<file path="src/inertial_consts.vh">
// Constants for the inertial output register bank.
`ifndef INERTIAL_CONSTS_VH
`define INERTIAL_CONSTS_VH

// ****************************************************************
// Register byte addresses (word-aligned, low byte of each word).
// ****************************************************************
`define RATE_X_FRACTION_ADDR  7'h04
`define RATE_X_WORD_ADDR      7'h06
`define RATE_Y_FRACTION_ADDR  7'h08
`define RATE_Y_WORD_ADDR      7'h0A
`define RATE_Z_FRACTION_ADDR  7'h0C
`define RATE_Z_WORD_ADDR      7'h0E
`define ACCEL_X_FRACTION_ADDR 7'h10
`define ACCEL_X_WORD_ADDR     7'h12
`define ACCEL_Y_FRACTION_ADDR 7'h14
`define ACCEL_Y_WORD_ADDR     7'h16
`define ACCEL_Z_FRACTION_ADDR 7'h18
`define ACCEL_Z_WORD_ADDR     7'h1A

// ****************************************************************
// Field layout of one 32-bit sample: word over fraction.
// ****************************************************************
`define SAMPLE_WORD_MSB       31
`define SAMPLE_WORD_LSB       16
`define SAMPLE_FRACTION_MSB   15
`define SAMPLE_FRACTION_LSB   0

// ****************************************************************
// Field layout of one bundle of six samples in the buffer.
// ****************************************************************
`define BUNDLE_RATE_X_LSB     0
`define BUNDLE_RATE_Y_LSB     32
`define BUNDLE_RATE_Z_LSB     64
`define BUNDLE_ACCEL_X_LSB    96
`define BUNDLE_ACCEL_Y_LSB    128
`define BUNDLE_ACCEL_Z_LSB    160

// ****************************************************************
// Reset values and the answer to an unmapped read.
// ****************************************************************
`define OUTPUT_RESET_VALUE    16'h0000
`define UNMAPPED_READ_VALUE   16'h0000
`define BUFFER_DEPTH          2

`endif

</file>
<file path="src/inertial_output_registers.v">
// Read-only output register bank for three rate and three acceleration axes.
`timescale 1ns/1ps
`include "inertial_consts.vh"

// Operation
// - rate word: signed, 0.1 deg/s per count
// - each rate axis has a fraction word
// - rate word over fraction forms 32-bit sample
// - x rate at 0x04 and 0x06, read-only
// - y rate at 0x08 and 0x0A, read-only
// - z rate at 0x0C and 0x0E, read-only
// - acceleration axes match the rotation axes
// - accel word over fraction forms 32-bit sample
// - accel word: signed, 1.25 mg per count
// - each accel axis has a fraction word
// - x accel at 0x10 and 0x12, read-only
// - y accel fraction at 0x14, read-only
// - y accel word at 0x16, read-only
// - z accel at 0x18 and 0x1A, read-only

// ****************************************************************
// Behaviour notes.
// ****************************************************************
// Each axis arrives as one 32-bit sample: the signed word in the upper half
// and the extra resolution bits in the lower half.
// Six samples travel together as one bundle, so all twelve output words
// always come from the same update.
// A two-entry buffer sits between the sampling path and the bank; the
// source is only stalled once both entries are full, so no bundle is lost.
// Reading a fraction word locks the bank until the word of the same pair is
// read; the host then sees both halves of one sample.
// Reading a word first takes no lock, so a host that only wants the coarse
// value never holds the bank.
// Hazard: a host that reads a fraction and never its word stalls every
// later update, and the sampling path then sees ready held low.
// A second fraction read moves the lock to the new pair.
// Both bytes of a word answer with the whole word, so odd addresses alias
// the even address below them.
// Reads outside the mapped window answer zero with the hit flag clear.
// Every read is answered exactly one cycle after its strobe.
// Writes are never decoded; the bank is filled by the sampling path only.
// After reset all words read zero until the first bundle is loaded.
// The buffer storage itself is not reset; only its pointers, count and ready are.
// The update pulse marks each load of the bank for one cycle.

module inertial_output_registers
#(
   parameter SAMPLE_WIDTH = 32,
   parameter ADDR_WIDTH   = 7
)
(
   // Clock and reset.
   input  wire                    clk,
   input  wire                    sys_rst,
   // Sample stream from the internal sampling path.
   input  wire                    sample_valid,
   output reg                     sample_ready,
   input  wire [SAMPLE_WIDTH-1:0] sample_rate_x,
   input  wire [SAMPLE_WIDTH-1:0] sample_rate_y,
   input  wire [SAMPLE_WIDTH-1:0] sample_rate_z,
   input  wire [SAMPLE_WIDTH-1:0] sample_accel_x,
   input  wire [SAMPLE_WIDTH-1:0] sample_accel_y,
   input  wire [SAMPLE_WIDTH-1:0] sample_accel_z,
   // Register access port from the serial interface logic.
   input  wire                    reg_read,
   input  wire                    reg_write,
   input  wire [ADDR_WIDTH-1:0]   reg_addr,
   output reg  [15:0]             reg_rdata,
   output reg                     reg_rvalid,
   output reg                     reg_hit,
   // Update and pairing status.
   output reg                     update_pulse,
   output reg                     pair_locked
);

   // ****************************************************************
   // Local sizes and pair selectors.
   // ****************************************************************
   localparam BUNDLE_WIDTH = 6 * SAMPLE_WIDTH;
   localparam [2:0] PAIR_NONE = 3'h7;

   // Returns the axis index 0..5 of a byte address, or PAIR_NONE.
   function [2:0] pair_of;
      input [ADDR_WIDTH-1:0] addr;
      reg   [ADDR_WIDTH-1:0] base;
      begin
         base = {addr[ADDR_WIDTH-1:2], 2'b00};
         case (base)
            `RATE_X_FRACTION_ADDR:  pair_of = 3'h0;
            `RATE_Y_FRACTION_ADDR:  pair_of = 3'h1;
            `RATE_Z_FRACTION_ADDR:  pair_of = 3'h2;
            `ACCEL_X_FRACTION_ADDR: pair_of = 3'h3;
            `ACCEL_Y_FRACTION_ADDR: pair_of = 3'h4;
            `ACCEL_Z_FRACTION_ADDR: pair_of = 3'h5;
            default:                pair_of = PAIR_NONE;
         endcase
      end
   endfunction

   // Returns true when a byte address names the fraction word of a pair.
   function is_fraction;
      input [ADDR_WIDTH-1:0] addr;
      begin
         is_fraction = (addr[1] == 1'b0);
      end
   endfunction

   // ****************************************************************
   // Two-entry buffer between the sampling path and the bank.
   // ****************************************************************
   // The occupancy count runs 0 to 2; ready is registered from the next
   // count, so it falls in the same edge that fills the second entry and
   // the buffer never accepts a bundle that would overflow it.
   reg  [BUNDLE_WIDTH-1:0] buf_mem [0:`BUFFER_DEPTH-1];
   reg                     buf_wr_ptr;
   reg                     buf_rd_ptr;
   reg  [1:0]              buf_count;
   reg  [1:0]              next_buf_count;
   wire                    buf_push;
   wire                    buf_pop;
   wire                    buf_out_valid;
   wire                    bank_ready;
   wire [BUNDLE_WIDTH-1:0] buf_in;
   wire [BUNDLE_WIDTH-1:0] buf_out;

   // Bundle the six axes; accel axes follow the rate axes' frame.
   assign buf_in = {sample_accel_z, sample_accel_y, sample_accel_x,
                    sample_rate_z, sample_rate_y, sample_rate_x};

   assign buf_push      = sample_valid & sample_ready;
   assign buf_out_valid = (buf_count != 2'd0);
   assign buf_pop       = buf_out_valid & bank_ready;
   assign buf_out       = buf_mem[buf_rd_ptr];

   // Occupancy after this cycle's push and pop.
   always @*
   begin
      next_buf_count = buf_count;
      if (buf_push & ~buf_pop)
      begin
         next_buf_count = buf_count + 2'd1;
      end
      else if (buf_pop & ~buf_push)
      begin
         next_buf_count = buf_count - 2'd1;
      end
   end

   // Pointers, occupancy and a registered ready that stalls the source.
   always @(posedge clk)
   begin
      if (sys_rst)
      begin
         buf_wr_ptr   <= 1'b0;
         buf_rd_ptr   <= 1'b0;
         buf_count    <= 2'd0;
         sample_ready <= 1'b0;
      end
      else
      begin
         if (buf_push)
         begin
            buf_wr_ptr <= ~buf_wr_ptr;
         end
         if (buf_pop)
         begin
            buf_rd_ptr <= ~buf_rd_ptr;
         end
         buf_count    <= next_buf_count;
         sample_ready <= (next_buf_count < 2'd2);
      end
   end

   // Storage for the buffered bundles.
   always @(posedge clk)
   begin
      if (buf_push)
      begin
         buf_mem[buf_wr_ptr] <= buf_in;
      end
   end

   // ****************************************************************
   // Pair lock: a fraction read holds the bank until its word is read.
   // ****************************************************************
   reg  [2:0] locked_pair;
   wire [2:0] read_pair;
   wire       read_fraction;
   wire       read_word;

   assign read_pair     = pair_of(reg_addr);
   assign read_fraction = reg_read & (read_pair != PAIR_NONE) & is_fraction(reg_addr);
   assign read_word     = reg_read & (read_pair != PAIR_NONE) & ~is_fraction(reg_addr);

   // Freezing the bank in the very cycle of a fraction read keeps a pop
   // from landing between the fraction read and the lock taking hold.
   // The bank takes a new update only while no pair is half read.
   assign bank_ready = ~pair_locked & ~read_fraction;

   // Lock on a fraction read; release on the matching word; another fraction moves the lock.
   always @(posedge clk)
   begin
      if (sys_rst)
      begin
         pair_locked <= 1'b0;
         locked_pair <= PAIR_NONE;
      end
      else if (read_fraction)
      begin
         pair_locked <= 1'b1;
         locked_pair <= read_pair;
      end
      else if (read_word & pair_locked & (read_pair == locked_pair))
      begin
         pair_locked <= 1'b0;
         locked_pair <= PAIR_NONE;
      end
   end

   // ****************************************************************
   // Output register bank: six pairs, word over fraction.
   // ****************************************************************
   reg [15:0] rate_x_fraction;
   reg [15:0] rate_x_word;
   reg [15:0] rate_y_fraction;
   reg [15:0] rate_y_word;
   reg [15:0] rate_z_fraction;
   reg [15:0] rate_z_word;
   reg [15:0] accel_x_fraction;
   reg [15:0] accel_x_word;
   reg [15:0] accel_y_fraction;
   reg [15:0] accel_y_word;
   reg [15:0] accel_z_fraction;
   reg [15:0] accel_z_word;

   // All twelve words load from one bundle in one edge.
   always @(posedge clk)
   begin
      if (sys_rst)
      begin
         rate_x_fraction  <= `OUTPUT_RESET_VALUE;
         rate_x_word      <= `OUTPUT_RESET_VALUE;
         rate_y_fraction  <= `OUTPUT_RESET_VALUE;
         rate_y_word      <= `OUTPUT_RESET_VALUE;
         rate_z_fraction  <= `OUTPUT_RESET_VALUE;
         rate_z_word      <= `OUTPUT_RESET_VALUE;
         accel_x_fraction <= `OUTPUT_RESET_VALUE;
         accel_x_word     <= `OUTPUT_RESET_VALUE;
         accel_y_fraction <= `OUTPUT_RESET_VALUE;
         accel_y_word     <= `OUTPUT_RESET_VALUE;
         accel_z_fraction <= `OUTPUT_RESET_VALUE;
         accel_z_word     <= `OUTPUT_RESET_VALUE;
         update_pulse     <= 1'b0;
      end
      else
      begin
         update_pulse <= buf_pop;
         if (buf_pop)
         begin
            // Upper half is the signed word, lower half the fraction.
            rate_x_word      <= buf_out[`BUNDLE_RATE_X_LSB+`SAMPLE_WORD_LSB +: 16];
            rate_x_fraction  <= buf_out[`BUNDLE_RATE_X_LSB+`SAMPLE_FRACTION_LSB +: 16];
            rate_y_word      <= buf_out[`BUNDLE_RATE_Y_LSB+`SAMPLE_WORD_LSB +: 16];
            rate_y_fraction  <= buf_out[`BUNDLE_RATE_Y_LSB+`SAMPLE_FRACTION_LSB +: 16];
            rate_z_word      <= buf_out[`BUNDLE_RATE_Z_LSB+`SAMPLE_WORD_LSB +: 16];
            rate_z_fraction  <= buf_out[`BUNDLE_RATE_Z_LSB+`SAMPLE_FRACTION_LSB +: 16];
            accel_x_word     <= buf_out[`BUNDLE_ACCEL_X_LSB+`SAMPLE_WORD_LSB +: 16];
            accel_x_fraction <= buf_out[`BUNDLE_ACCEL_X_LSB+`SAMPLE_FRACTION_LSB +: 16];
            accel_y_word     <= buf_out[`BUNDLE_ACCEL_Y_LSB+`SAMPLE_WORD_LSB +: 16];
            accel_y_fraction <= buf_out[`BUNDLE_ACCEL_Y_LSB+`SAMPLE_FRACTION_LSB +: 16];
            accel_z_word     <= buf_out[`BUNDLE_ACCEL_Z_LSB+`SAMPLE_WORD_LSB +: 16];
            accel_z_fraction <= buf_out[`BUNDLE_ACCEL_Z_LSB+`SAMPLE_FRACTION_LSB +: 16];
         end
      end
   end

   // ****************************************************************
   // Read decode: both bytes of a word answer with the whole word.
   // ****************************************************************
   reg [15:0]           next_rdata;
   reg                  next_hit;
   reg [ADDR_WIDTH-1:0] word_addr;

   // Writes are not decoded at all, so they change nothing.
   always @*
   begin
      word_addr  = {reg_addr[ADDR_WIDTH-1:1], 1'b0};
      next_hit   = 1'b1;
      next_rdata = `UNMAPPED_READ_VALUE;
      case (word_addr)
         `RATE_X_FRACTION_ADDR:  next_rdata = rate_x_fraction;
         `RATE_X_WORD_ADDR:      next_rdata = rate_x_word;
         `RATE_Y_FRACTION_ADDR:  next_rdata = rate_y_fraction;
         `RATE_Y_WORD_ADDR:      next_rdata = rate_y_word;
         `RATE_Z_FRACTION_ADDR:  next_rdata = rate_z_fraction;
         `RATE_Z_WORD_ADDR:      next_rdata = rate_z_word;
         `ACCEL_X_FRACTION_ADDR: next_rdata = accel_x_fraction;
         `ACCEL_X_WORD_ADDR:     next_rdata = accel_x_word;
         `ACCEL_Y_FRACTION_ADDR: next_rdata = accel_y_fraction;
         `ACCEL_Y_WORD_ADDR:     next_rdata = accel_y_word;
         `ACCEL_Z_FRACTION_ADDR: next_rdata = accel_z_fraction;
         `ACCEL_Z_WORD_ADDR:     next_rdata = accel_z_word;
         default:
         begin
            next_hit   = 1'b0;
            next_rdata = `UNMAPPED_READ_VALUE;
         end
      endcase
   end

   // Read answer registered one cycle after the strobe.
   always @(posedge clk)
   begin
      if (sys_rst)
      begin
         reg_rdata  <= `UNMAPPED_READ_VALUE;
         reg_rvalid <= 1'b0;
         reg_hit    <= 1'b0;
      end
      else
      begin
         reg_rvalid <= reg_read;
         if (reg_read)
         begin
            reg_rdata <= next_rdata;
            reg_hit   <= next_hit;
         end
      end
   end

   // ****************************************************************
   // Write strobe: accepted and ignored.
   // ****************************************************************
   // The bank is read-only: a write never reaches any register, and the
   // read path does not look at the write strobe, so a write in the same
   // cycle as a read cannot disturb the answer.
   wire write_dropped = reg_write;

endmodule // inertial_output_registers

</file>
<file path="config.mk">
export PLATFORM = sky130hd
export DESIGN_NAME = inertial_output_registers
export DESIGN_NICKNAME = d
export VERILOG_FILES = /design/src/inertial_output_registers.v
export VERILOG_INCLUDE_DIRS = /design/src
export SDC_FILE = /design/constraint.sdc
export NUM_CORES = 1
export LEC_CHECK = 0
export ABC_AREA = 1
export ABC_CLOCK_PERIOD_IN_PS = 12050
export BUFFER_PORTS_ARGS = -buffer_cell sky130_fd_sc_hd__buf_2
export CAP_MARGIN = 20
export CORE_MARGIN = 10
export CORE_UTILIZATION = 59
export CTS_CLUSTER_SIZE = 28
export DETAILED_ROUTE_END_ITERATION = 12
export GPL_TIMING_DRIVEN = 0
export PLACE_DENSITY = 0.8
export SLEW_MARGIN = 20
export SYNTH_ARGS = -nofsm -noshare
export SYNTH_HDL_FRONTEND = slang
export SYNTH_SLANG_ARGS = --single-unit
</file>
<file path="constraint.sdc">
create_clock -name clk -period 12.05 [get_ports clk]
set_clock_uncertainty 0.1 [all_clocks]
set_input_delay 0.6025 -clock clk [delete_from_list [all_inputs] [get_ports clk]]
set_output_delay 0.6025 -clock clk [all_outputs]
set_load 0.05 [all_outputs]
</file>
Yosys cells after proc, flatten, opt, wreduce, memory -nomap -nowiden
Memory sizes are Yosys's and may differ from the RTL's. A register that Yosys moved wholly into a read port is not among the register bits.
Index checks and enable logic that the tools add are counted.
Widths: inputs -> output; s select.
{"block": "op_classes", "n_lt_le_gt_ge": 1, "bitwise": 17, "eq_ne": 20, "add_sub_neg": 2, "reduce_logical": 3, "mux": 11}
{"cell": "$pmux 16 s12", "count": 1}
{"cell": "$eq 6x4->1 const B", "count": 6}
{"cell": "$eq 6x3->1 const B", "count": 4}
{"cell": "$pmux 3 s6", "count": 1}
{"cell": "$eq 5x3->1 const B", "count": 3}
{"cell": "$eq 6x2->1 const B", "count": 2}
{"cell": "$reduce_or 12->1", "count": 1}
{"cell": "$and 1x1->1", "count": 10}
{"cell": "$eq 5x2->1 const B", "count": 2}
{"cell": "$not 1->1", "count": 7}
{"cell": "$mux 3", "count": 2}
{"cell": "$eq 5x1->1 const B", "count": 1}
{"cell": "$mux 1", "count": 5}
{"cell": "$mux 2", "count": 2}
{"cell": "$reduce_bool 2->1", "count": 2}
{"cell": "$eq 3x3->1", "count": 1}
{"cell": "$ne 3x3->1 const B", "count": 1}
{"cell": "$add 2x1->2 const B", "count": 1}
{"cell": "$lt 2x2->1 const B", "count": 1}
{"cell": "$sub 2x1->2 const B", "count": 1}
{"block": "word_totals", "regBits": 28, "wordCells": 65, "memories": 1, "ram_bits": 384, "out_inout_bits": 21}
{"name": "buf_mem", "depth": 2, "width": 192, "read_ports": 1, "rd_ports_with_merged_regs": 1, "write_ports": 1, "line": "inertial_output_registers.v:114", "rtl": "reg [BUNDLE_WIDTH-1:0] buf_mem [0:`BUFFER_DEPTH-1];"}

Depth between registers and ports, before layout
Gate-level depths: netlist of the first run.
{"block": "depth", "depth_word": 12, "mapped_depth": 17, "ltp_nobuf": 15}

Worst setup path before layout of the first run
OpenSTA, ideal clock, no wires.
{"block": "synth_timing", "path_kind": "reg-to-reg", "start": "reg sample_ready", "end": "mem buf_mem[1][0] (netlist name) (enable)", "stages_incl_launch_ff": 3, "required_ns": 11.200, "setup_ns": 0.750, "arrival_time_ns": 8.837, "slack_ns": 2.364, "period_less_slack_ns": 9.686, "path_cell_list": "dfxtp_1 > nand2_1 > nor2_1"}
{"block": "synth_between", "elab_chain_len": 3}
{"element": "from (decl)", "line": "inertial_output_registers.v:57", "rtl": "output reg sample_ready,"}
{"element": "from (signal assigned)", "line": "inertial_output_registers.v:170", "rtl": "sample_ready <= (next_buf_count < 2'd2);"}
{"element": "$and 1x1->1", "line": "inertial_output_registers.v:130", "rtl": "assign buf_push = sample_valid & sample_ready;"}
{"element": "$mux 1", "line": "inertial_output_registers.v:177", "rtl": "if (buf_push)"}
{"element": "$mux 1 (implied by the code)", "line": "inertial_output_registers.v:179", "rtl": "buf_mem[buf_wr_ptr] <= buf_in;"}
{"element": "to (decl)", "line": "inertial_output_registers.v:114"}
Every way passes these cells.

==> results of run 1 <==
-- power by group through the flow --
stage	registers (W)	logic [W]	clock network [W]
6_report	0.00275	0.00203	0.00194
4_1_cts	0.00275	0.00201	0.00195
3_5_place_dp	0.00279	0.00198	0
5_1_grt	0.00278	0.00224	0.00205
2_1_floorplan	0.00283	0.00142	0
3_3_place_gp	0.00286	0.00184	0
-- cells in the final DEF (no fill, tap or decap), types with 8 or more instances in the layout --
cell       count
edfxtp_1     384
a21oi_2       30
nand3_1       38
bufinv_16     10
buf_16        12
o22ai_1       96
mux2i_1      192
a21oi_1      185
buf_2        243
buf_6         16
clkinv_2      10
nor2_1        63
clkinv_1       8
inv_1        211
dfxtp_1      220
clkbuf_16     62
nand2_1      443
clkbuf_1      65
-- final timing paths --
path | slack, ns | startpoint | end
setup reg to reg | 9.32 | buf_rd_ptr | rate_x_fraction[7]
hold / removal | 0.08 | sample_accel_x[22] | buf_mem[1][118]
hold reg to reg | 0.36 | reg_rdata[1] | reg_rdata[1]
setup / recovery | 9.32 | buf_rd_ptr | rate_x_fraction[7]
-- cell families (layout without fill, tap and decap cells) --
| kind of cell | count (synthesis) | in the layout |
|---|---|---|
| other cells | 0 | 2 |
| fa+ha+maj | 3 | 3 |
| flops | 604 | 604 |
| simple gates | 559 | 559 |
| mux | 192 | 192 |
| compound gates | 317 | 317 |
| buf+inv | 322 | 669 |
-- through the flow --
stage | worst slack [ns] | total power (W) | setup TNS, ns
global route | 9.200 | 0.007067 | 0
floorplan | 2.364 | 0.004248 | 0
detailed placement | 9.146 | 0.004768 | 0
CTS | 9.341 | 0.006717 | 0
finish | 9.315 | 0.006716 | 0
global placement | -1.824 | 0.004698 | -684.67
-- area by class of cell --
class,count,area [um2]
flip-flops and latches,604,15940
multi-input cells,1071,6006
well taps,518,648.1
clock buffers,73,1613
clock inverters,37,452.9
plain buffers,104,563.0
inverters,218,818.3
repair buffers,237,1546
diodes,2,5.005
fillers,2636,11240
-- routing by layer --
metal | vias up | routed length (um) | track usage (%)
li1 | 7425 | - | -
met1 | 7465 | 22870 | 30.10
met2 | 633 | 28560 | 39.90
met3 | 105 | 4673 | 4.807
met4 | 2 | 1652 | 8.113
met5 | - | 7 | 0
==> results.yml, run 1 <==
outcome:
  status: "completed"
synth:
  ys_ff_latch: 604
  synth_ff_type: "edfxtp_1"
  synth_top_family_by_area: "simple AND/OR/NAND/NOR gates"
  synth_mux_area_share_pct: 8.246
  async_reset_ff_share_pct: 0
  syn_inst: 1997
  synth_xor_area_share_pct: 0
  syn_nets: 2204
  ys_seq_area_share_pct: 68.37
  synth_compound_area_share_pct: 7.816
  synth_edf_count: 384
  netlist_area_um2: 23310
  synth_area_leader_cell: "edfxtp_1"
  syn_area_per_cell_um2: 11.67
  ys.warnings.count: 0
  yosys-top-cells-area: "edfxtp_1 49%, dfxtp_1 19%, mux2i_1 8.2%"
  synth.top_cells.by_count: "443 x nand2_1, 384 x edfxtp_1, 220 x dfxtp_1"
  synth-simple-area-share_pct: 9.480
  synth_top_area_share_pct: 49.47
  synth_cell_types: 28
  synth_most_common_cell: "nand2_1"
  synth_adder_area_share_pct: 0.1610
placement:
  gp_congestion: 0.9132
  dp_cells: 2752
  io_buffer_count: 219
  dp_hpwl_um: 42150
  placed_cell_area_um2: 25520
cts:
  root_buffer: "clkbuf_16"
  cts_buffers: 58
  h-tree-depth: 2
  insertion_delay_ns: 0.61
  cts_tree: "yes"
  numClockSinks: 604
  clock_path_buffers: 3
  clk_pin_slew_ns: 0.07
  cts_setup_buffers: 0
  cts-resized-gates: 0
  hold_buffers: 0
grt:
  antenna_found_initial: 2
  grt_max_degree: 29
  grt-ovfl-total: 0
  grt_pass1_wl_um: 86930
  grt.total_usage_pct: 23.72
  grt_pass1_vias: 15639
power:
  p_leak_nw: 10.90
  p_int_w: 0.004524
  power_frac_seq_pct: 40.9
  p_sw_w: 0.002191
  clkPwrFrac_pct: 28.8
  pwr-share-comb_pct: 30.2
  peakVddDrop_mv: 0.1640
  swShare_pct: 32.63
  p_per_area_nw_per_um2: 243.4
setup_path:
  r2r_cells: 5
  cp_max_fo: 10
  worst_path_max_delay_cell: "clkbuf_1"
  critPathBufInv: 3
  path_class: "reg -> reg"
  startpoint_type: "flip-flop"
  crit_required_ns: 12.42
  crit_path_max_incr_delay_ns: 0.78
  cp_common_cell: "clkbuf_1"
  cp.arrival_ns: 3.11
  cp_top_family: "buffers and inverters"
  cp.depth: 5
  crit_chain: "clkbuf_1 -> clkbuf_1 -> clkbuf_1 -> mux2i_1 -> a21oi_1"
  cp-end-kind: "flip-flop"
layout:
  fin_nets: 2501
  final_cell_area_um2: 27590
  fin_cells: 2864
  synthToLayoutAreaGrowth_pct: 18.36
  fin_util_pct: 71.05
  drive_gt1_share_pct: 18.05
  largest_reg_flops: 384
  largest-register: "buf_mem"
floorplanning:
  die_area_um2: 47850
  io_pins: 225
  die_h_um: 218.8
  dieWidth_um: 218.8
  core_area_um2: 38830
  initial_core_util_pct: 60.03
  num_rows: 72
timing:
  rsz0062_at_grt: "no"
  slew_headroom_pct: 33.59
  hold_viol: 0
  max_freq_mhz: 365.7
  worst_pin_slew_ns: 0.9961
  min_period_ns: 2.735
  setup_viol: 0
  hold_slack_ns: 0.07894
  finalCritPeriodShare_pct: 22.70
  drv_slew: 0
min_path:
  worstHoldPathCells: 1
  hold_class: "in -> reg"
routing:
  drt-vias-per-instance: 5.457
  route.detailed.wl_per_inst_um: 20.17
  detail-route-antenna-nets: 0
  vias: 15630
  wl_um: 57760
  drt-pass1-iter-count: 6
  drcViolationCount: 0
  drt_iter0_markers: 1445
job:
  drv_cap: 0
(Power assumes the default switching activity.)
==> run 2, diff against run 1 <==
--- a/config.mk
+++ b/config.mk
@@ -7,15 +7,15 @@
 export NUM_CORES = 1
 export LEC_CHECK = 0
 export ABC_AREA = 1
-export ABC_CLOCK_PERIOD_IN_PS = 12050
+export ABC_CLOCK_PERIOD_IN_PS = 2450
 export BUFFER_PORTS_ARGS = -buffer_cell sky130_fd_sc_hd__buf_2
 export CAP_MARGIN = 20
 export CORE_MARGIN = 10
-export CORE_UTILIZATION = 59
+export CORE_UTILIZATION = 53
 export CTS_CLUSTER_SIZE = 28
 export DETAILED_ROUTE_END_ITERATION = 12
 export GPL_TIMING_DRIVEN = 0
-export PLACE_DENSITY = 0.8
+export PLACE_DENSITY = 0.75
 export SLEW_MARGIN = 20
 export SYNTH_ARGS = -nofsm -noshare
 export SYNTH_HDL_FRONTEND = slang
==> constraint.sdc (replaced) <==
create_clock -name clk -period 2.45 [get_ports clk]
set_clock_uncertainty 0.1 [all_clocks]
set_input_delay 0.1225 -clock clk [delete_from_list [all_inputs] [get_ports clk]]
set_output_delay 0.1225 -clock clk [all_outputs]
set_load 0.05 [all_outputs]
==> results.yml, run 2 (synthesized netlist as in run 1, its figures left out) <==
outcome:
  status: "completed"
setup_path:
  critPathBufInv: 3
  startpoint: "buf_rd_ptr"
  cp.arrival_ns: 2.73
  startpoint_type: "flip-flop"
  cp_common_cell: "clkbuf_1"
  cp_top_family: "buffers and inverters"
  crit_required_ns: 2.84
  cp-end-kind: "flip-flop"
  cp_max_fo: 10
  crit_path_max_incr_delay_ns: 0.63
  path_class: "reg -> reg"
  worst_path_max_delay_cell: "clkbuf_1"
  crit_chain: "clkbuf_1 -> buf_2 -> clkbuf_1 -> mux2i_1 -> a21oi_1"
  r2r_start: "buf_rd_ptr"
cts:
  cts_tree: "yes"
  root_buffer: "clkbuf_16"
  numClockSinks: 604
  cts_buffers: 58
  clk_pin_slew_ns: 0.06
  clock_path_buffers: 3
  h-tree-depth: 2
  insertion_delay_ns: 0.61
layout:
  largest-register: "buf_mem"
  largest_reg_flops: 384
  layout_commonest_cell: "nand2_1"
  drive_gt1_share_pct: 17.18
  fin_nets: 2702
  layout_common_cells: "440 x nand2_1, 384 x edfxtp_1, 240 x buf_2"
  synthToLayoutAreaGrowth_pct: 26.92
routing:
  drt_iter0_markers: 1450
  route.detailed.wl_per_inst_um: 19.53
  wl_um: 61140
  drt-vias-per-instance: 5.218
  drt-pass1-iter-count: 5
  drcViolationCount: 0
  vias: 16338
  detail-route-antenna-nets: 0
placement:
  dp_hpwl_um: 42560
  io_buffer_count: 219
  gp_congestion: 0.8937
  pre_cts_slack_ns: -0.3749
floorplanning:
  initial_core_util_pct: 53.87
  io_pins: 225
  num_rows: 76
  die_h_um: 229.7
  dieWidth_um: 229.7
  die_area_um2: 52760
  core_area_um2: 43270
power:
  p_leak_nw: 11.74
  peakVddDrop_mv: 0.6763
  p_per_area_nw_per_um2: 1112
timing:
  min_period_ns: 2.336
  hold_viol: 0
  rsz0062_at_grt: "no"
  worst_pin_slew_ns: 0.8866
  max_freq_mhz: 428.1
  drv_slew: 0
  finalCritPeriodShare_pct: 95.34
  setup_viol: 0
  slew_headroom_pct: 40.89
  finalWorstSetupSlack_ns: 0.1142
  tns_ns: 0
grt:
  grt-ovfl-total: 0
  grt_pass1_vias: 16806
  antenna_found_initial: 2
  grt.total_usage_pct: 22.56
  grt_max_degree: 27
  grt_pass1_wl_um: 92740
min_path:
  hold_class: "in -> reg"
  min_from: "reg_addr[4]"
job:
  drv_cap: 0
run 2: changes by cell type in the layout (fill, tap and decap cells not counted), sizes merged:
cell	delta
dlygate4sd3	+199
clkbuf	+10
bufinv	-3
buf	+1
clkinv	-3
clkinvlp	-4
run 2: cell type report:
| cell class | instances | area (um2) |
|---|---|---|
| flip-flops and latches | 604 | 15940 |
| fillers | 3051 | 13680 |
| multi-input cells | 1071 | 6023 |
| repair buffers | 438 | 3536 |
| clock buffers | 82 | 1624 |
| inverters | 218 | 822.0 |
| well taps | 585 | 732.0 |
| plain buffers | 104 | 586.8 |
| clock inverters | 27 | 314.1 |
| diodes | 2 | 5.005 |
run 2: layer usage:
metal / vias up / wire length (um) / global-route usage (%)
met2: 577 / 30130 / 38.46
met1: 7832 / 24520 / 28.17
met3: 93 / 4877 / 4.728
li1: 7836 / - / -
met5: - / 0 / 0
met4: 0 / 1610 / 7.564
run 2: power breakdown:
| part | total, W | internal, W | switching (W) |
|---|---|---|---|
| Sequential | 0.0135 | 0.0130 | 0.000531 |
| Clock | 0.00912 | 0.00535 | 0.00377 |
| Combinational | 0.0102 | 0.00379 | 0.00646 |
run 2: tightest hold or removal path: stages:
cell and delay, ns:
buf_2 0.14, nor2_2 0.05, nand3_1 0.07, nand2_1 0.08, o21ai_0 0.16, nand2_1 0.05, nand2_1 0.05
run 2: final timing paths:
| kind | to | cells past startpoint | slack, ns |
|---|---|---|---|
| worst max-delay path | accel_x_fraction[10] | 5 | 0.11 |
| worst min-delay path | locked_pair[2] | 7 | 0.04 |
| worst max register to register | accel_x_fraction[10] | 5 | 0.11 |
| worst min register to register | reg_rdata[15] | 2 | 0.36 |
run 2: through the flow:
stage / hold slack, ns / std cells / util (%) / instance area (um2) / power (W)
6_report: 0.03838 / 3131 / 68.37 / 29580 / 0.03291
3_3_place_gp: 0.2093 / 2801 / 58.16 / 25160 / 0.02292
2_1_floorplan: 0.1214 / 1997 / - / 23330 / 0.02073
5_1_grt: 0.07196 / 3130 / 68.37 / 29580 / 0.03462
4_1_cts: 0.008000 / 3126 / 68.24 / 29530 / 0.03286
3_5_place_dp: 0.2136 / 2818 / 59.13 / 25580 / 0.02351
run 2: timing repair:
action                                 CTS  global route
endpoints found under the hold margin  417             0
hold buffers                           199             0
setup endpoints to repair              100            20
resized for setup                        9            16
pin swaps                                0             2
buffers inserted                         0             4
==> run 3, diff against run 2 <==
--- a/config.mk
+++ b/config.mk
@@ -6,7 +6,6 @@
 export SDC_FILE = /design/constraint.sdc
 export NUM_CORES = 1
 export LEC_CHECK = 0
-export ABC_AREA = 1
 export ABC_CLOCK_PERIOD_IN_PS = 2450
 export BUFFER_PORTS_ARGS = -buffer_cell sky130_fd_sc_hd__buf_2
 export CAP_MARGIN = 20
@@ -15,7 +14,7 @@
 export CTS_CLUSTER_SIZE = 28
 export DETAILED_ROUTE_END_ITERATION = 12
 export GPL_TIMING_DRIVEN = 0
-export PLACE_DENSITY = 0.75
+export PLACE_DENSITY = 0.76
 export SLEW_MARGIN = 20
 export SYNTH_ARGS = -nofsm -noshare
 export SYNTH_HDL_FRONTEND = slang
==> results.yml, run 3 <==
routing:
  vias: 15667
  wl_um: 69700
  drt-pass1-iter-count: 5
  route.detailed.wl_per_inst_um: 26.18
  drt_iter0_markers: 1516
  drt-vias-per-instance: 5.885
  drcViolationCount: 0
  detail-route-antenna-nets: 0
power:
  peakVddDrop_mv: 0.7146
  clkPwrFrac_pct: 29.2
  power_frac_seq_pct: 47.5
  p_int_w: 0.02176
  p_per_area_nw_per_um2: 1118
  p_sw_w: 0.01040
  p_leak_nw: 10.12
  swShare_pct: 32.33
  pwr-share-comb_pct: 23.4
  power_w: 0.03216
synth:
  netlist_area_um2: 22660
  syn_nets: 1791
  ys_seq_area_share_pct: 70.32
  synth_compound_area_share_pct: 10.63
  synth_most_common_cell: "edfxtp_1"
  synth_xor_area_share_pct: 0.2319
  syn_area_per_cell_um2: 14.31
  syn_inst: 1584
  synth_top_family_by_area: "compound AO/OA/AOI/OAI gates"
  synth_mux_area_share_pct: 9.535
  synth_edf_count: 384
  synth_cell_types: 62
  synth_ff_type: "edfxtp_1"
  ys_ff_latch: 604
  synth_adder_area_share_pct: 0.1656
  synth-simple-area-share_pct: 6.537
  yosys-top-cells-area: "edfxtp_1 51%, dfxtp_1 19%, mux2i_1 9.2%"
  synth_area_leader_cell: "edfxtp_1"
  synth_top_area_share_pct: 50.88
  synth.top_cells.by_count: "384 x edfxtp_1, 220 x dfxtp_1, 208 x mux2i_1"
  ys.warnings.count: 0
  async_reset_ff_share_pct: 0
floorplanning:
  dieWidth_um: 226.8
  initial_core_util_pct: 53.78
  num_rows: 75
  die_h_um: 226.8
  core_area_um2: 42130
  io_pins: 225
  die_area_um2: 51430
timing:
  drv_slew: 0
  slew_headroom_pct: 39.22
  finalWorstSetupSlack_ns: 0.04992
  max_freq_mhz: 416.7
  worst_pin_slew_ns: 0.9118
  finalCritPeriodShare_pct: 97.96
  rsz0062_at_grt: "yes"
  setup_viol: 0
  min_period_ns: 2.400
  hold_viol: 0
cts:
  cts_tree: "yes"
  root_buffer: "clkbuf_16"
  clk_pin_slew_ns: 0.07
  clock_path_buffers: 3
  cts_setup_buffers: 0
  h-tree-depth: 2
  insertion_delay_ns: 0.62
  cts_buffers: 58
  numClockSinks: 604
placement:
  pre_cts_slack_ns: -0.2979
  io_buffer_count: 217
  gp_congestion: 0.9367
  dp_hpwl_um: 47770
setup_path:
  startpoint: "buf_rd_ptr"
  cp.arrival_ns: 2.77
  startpoint_type: "flip-flop"
  r2r_start: "buf_rd_ptr"
  worst_path_max_delay_cell: "buf_1"
  critPathBufInv: 3
  crit_chain: "clkbuf_1 -> buf_2 -> buf_1 -> mux2i_1 -> a211oi_1"
  cp_top_family: "buffers and inverters"
  crit_required_ns: 2.82
  cp_max_fo: 10
  cp-end-kind: "flip-flop"
  crit_path_max_incr_delay_ns: 0.59
  path_class: "reg -> reg"
grt:
  grt_pass1_vias: 15841
  grt_max_degree: 53
  antenna_found_initial: 1
  grt.total_usage_pct: 26.99
  grt-ovfl-total: 0
  grt_pass1_wl_um: 102300
outcome:
  status: "completed"
layout:
  largest_reg_flops: 384
  fillers: 2772
  drive_gt1_share_pct: 20.46
  layout_common_cells: "384 x edfxtp_1, 252 x buf_2, 219 x dfxtp_1"
  synthToLayoutAreaGrowth_pct: 26.92
  largest-register: "buf_mem"
  seqCellArea_um2: 15940
  fin_nets: 2278
  layout_commonest_cell: "edfxtp_1"
  multi_input_area_um2: 6162
job:
  drv_cap: 0
min_path:
  min_from: "reg_addr[6]"
  hold_class: "in -> reg"
-- run 3: changes by cell type after synthesis, sizes merged, moves of 26 or more --
cell and delta:
nor2 +137, a21oi -194, a211oi +193, a22oi +26, inv -210, nand2 -412
o22ai -92
-- run 3: routing by layer --
metal  track usage (%)  wire [um]  vias to the layer above
met2             45.28      34350                      680
met1             34.78      27940                     7815
met3             5.323       5586                      108
li1                  -          -                     7062
met5                 0         20                        -
met4             8.223       1806                        2
-- run 3: cells by family after synthesis --
| logic type | Yosys count |
|---|---|
| buffers and inverters | 123 |
| adders and majority gates | 3 |
| and+or+nand+nor | 317 |
| muxes | 214 |
| DFF | 604 |
| AOI/OAI and AO/OA | 317 |
| xor gates and xnor gates | 6 |
-- run 3: through the flow --
step / setup TNS, ns / hold WS (ns) / util, % / cells / cell area (um2)
CTS: 0 / 0.008813 / 68.22 / 2661 / 28740
global placement: -913.95 / 0.2092 / 58.01 / 2340 / 24440
floorplan: -457.11 / 0.1214 / - / 1584 / 22680
global route: -0.007085 / 0.04348 / 68.25 / 2660 / 28760
detailed placement: -17.85 / 0.2136 / 58.73 / 2352 / 24750
finish: 0 / 0.04223 / 68.26 / 2662 / 28760
-- run 3: path summary, 6_finish.rpt --
path                     endpoint  slack (ns)  cells past startpoint
hold / removal       reg_rdata[1]        0.04                      5
setup reg to reg  rate_y_word[11]        0.05                      5
setup / recovery  rate_y_word[11]        0.05                      5
hold reg to reg      buf_count[0]        0.39                      2
-- run 3: layout make-up --
| cell class | count | share of cell area (%) |
|---|---|---|
| Clock inverter | 32 | 1.157 |
| Tap cell | 539 | 2.345 |
| Clock buffer | 78 | 5.812 |
| Buffer | 115 | 1.979 |
| Inverter | 7 | 0.1001 |
| Timing Repair Buffer | 428 | 11.75 |
| Multi-Input combinational cell | 857 | 21.43 |
| Antenna cell | 2 | 0.01740 |
| Sequential cell | 604 | 55.42 |
-- run 3: timing repair --
item,4_1_cts,5_1_grt
hold buffers,199,0
resized for setup,1,32
setup endpoints to repair,100,62
hold endpoints to repair,401,0
-- run 3: power by group through the flow --
stage                     Combinational (W)  Sequential, W  Clock [W]
after floorplan                     0.00489         0.0144          0
after global placement              0.00656         0.0154          0
after detailed placement            0.00710         0.0153          0
after CTS                           0.00742         0.0151    0.00936
after global routing                0.00816         0.0153    0.00981
final                               0.00752         0.0153    0.00938
-- run 3: worst register-to-register path, delay by kind of cell, from the launching register on --
kind                   cells  cell delay (ns)
DFF                        1             0.32
AOI/OAI and AO/OA          1             0.13
buffers and inverters      3             1.30
muxes                      1             0.40
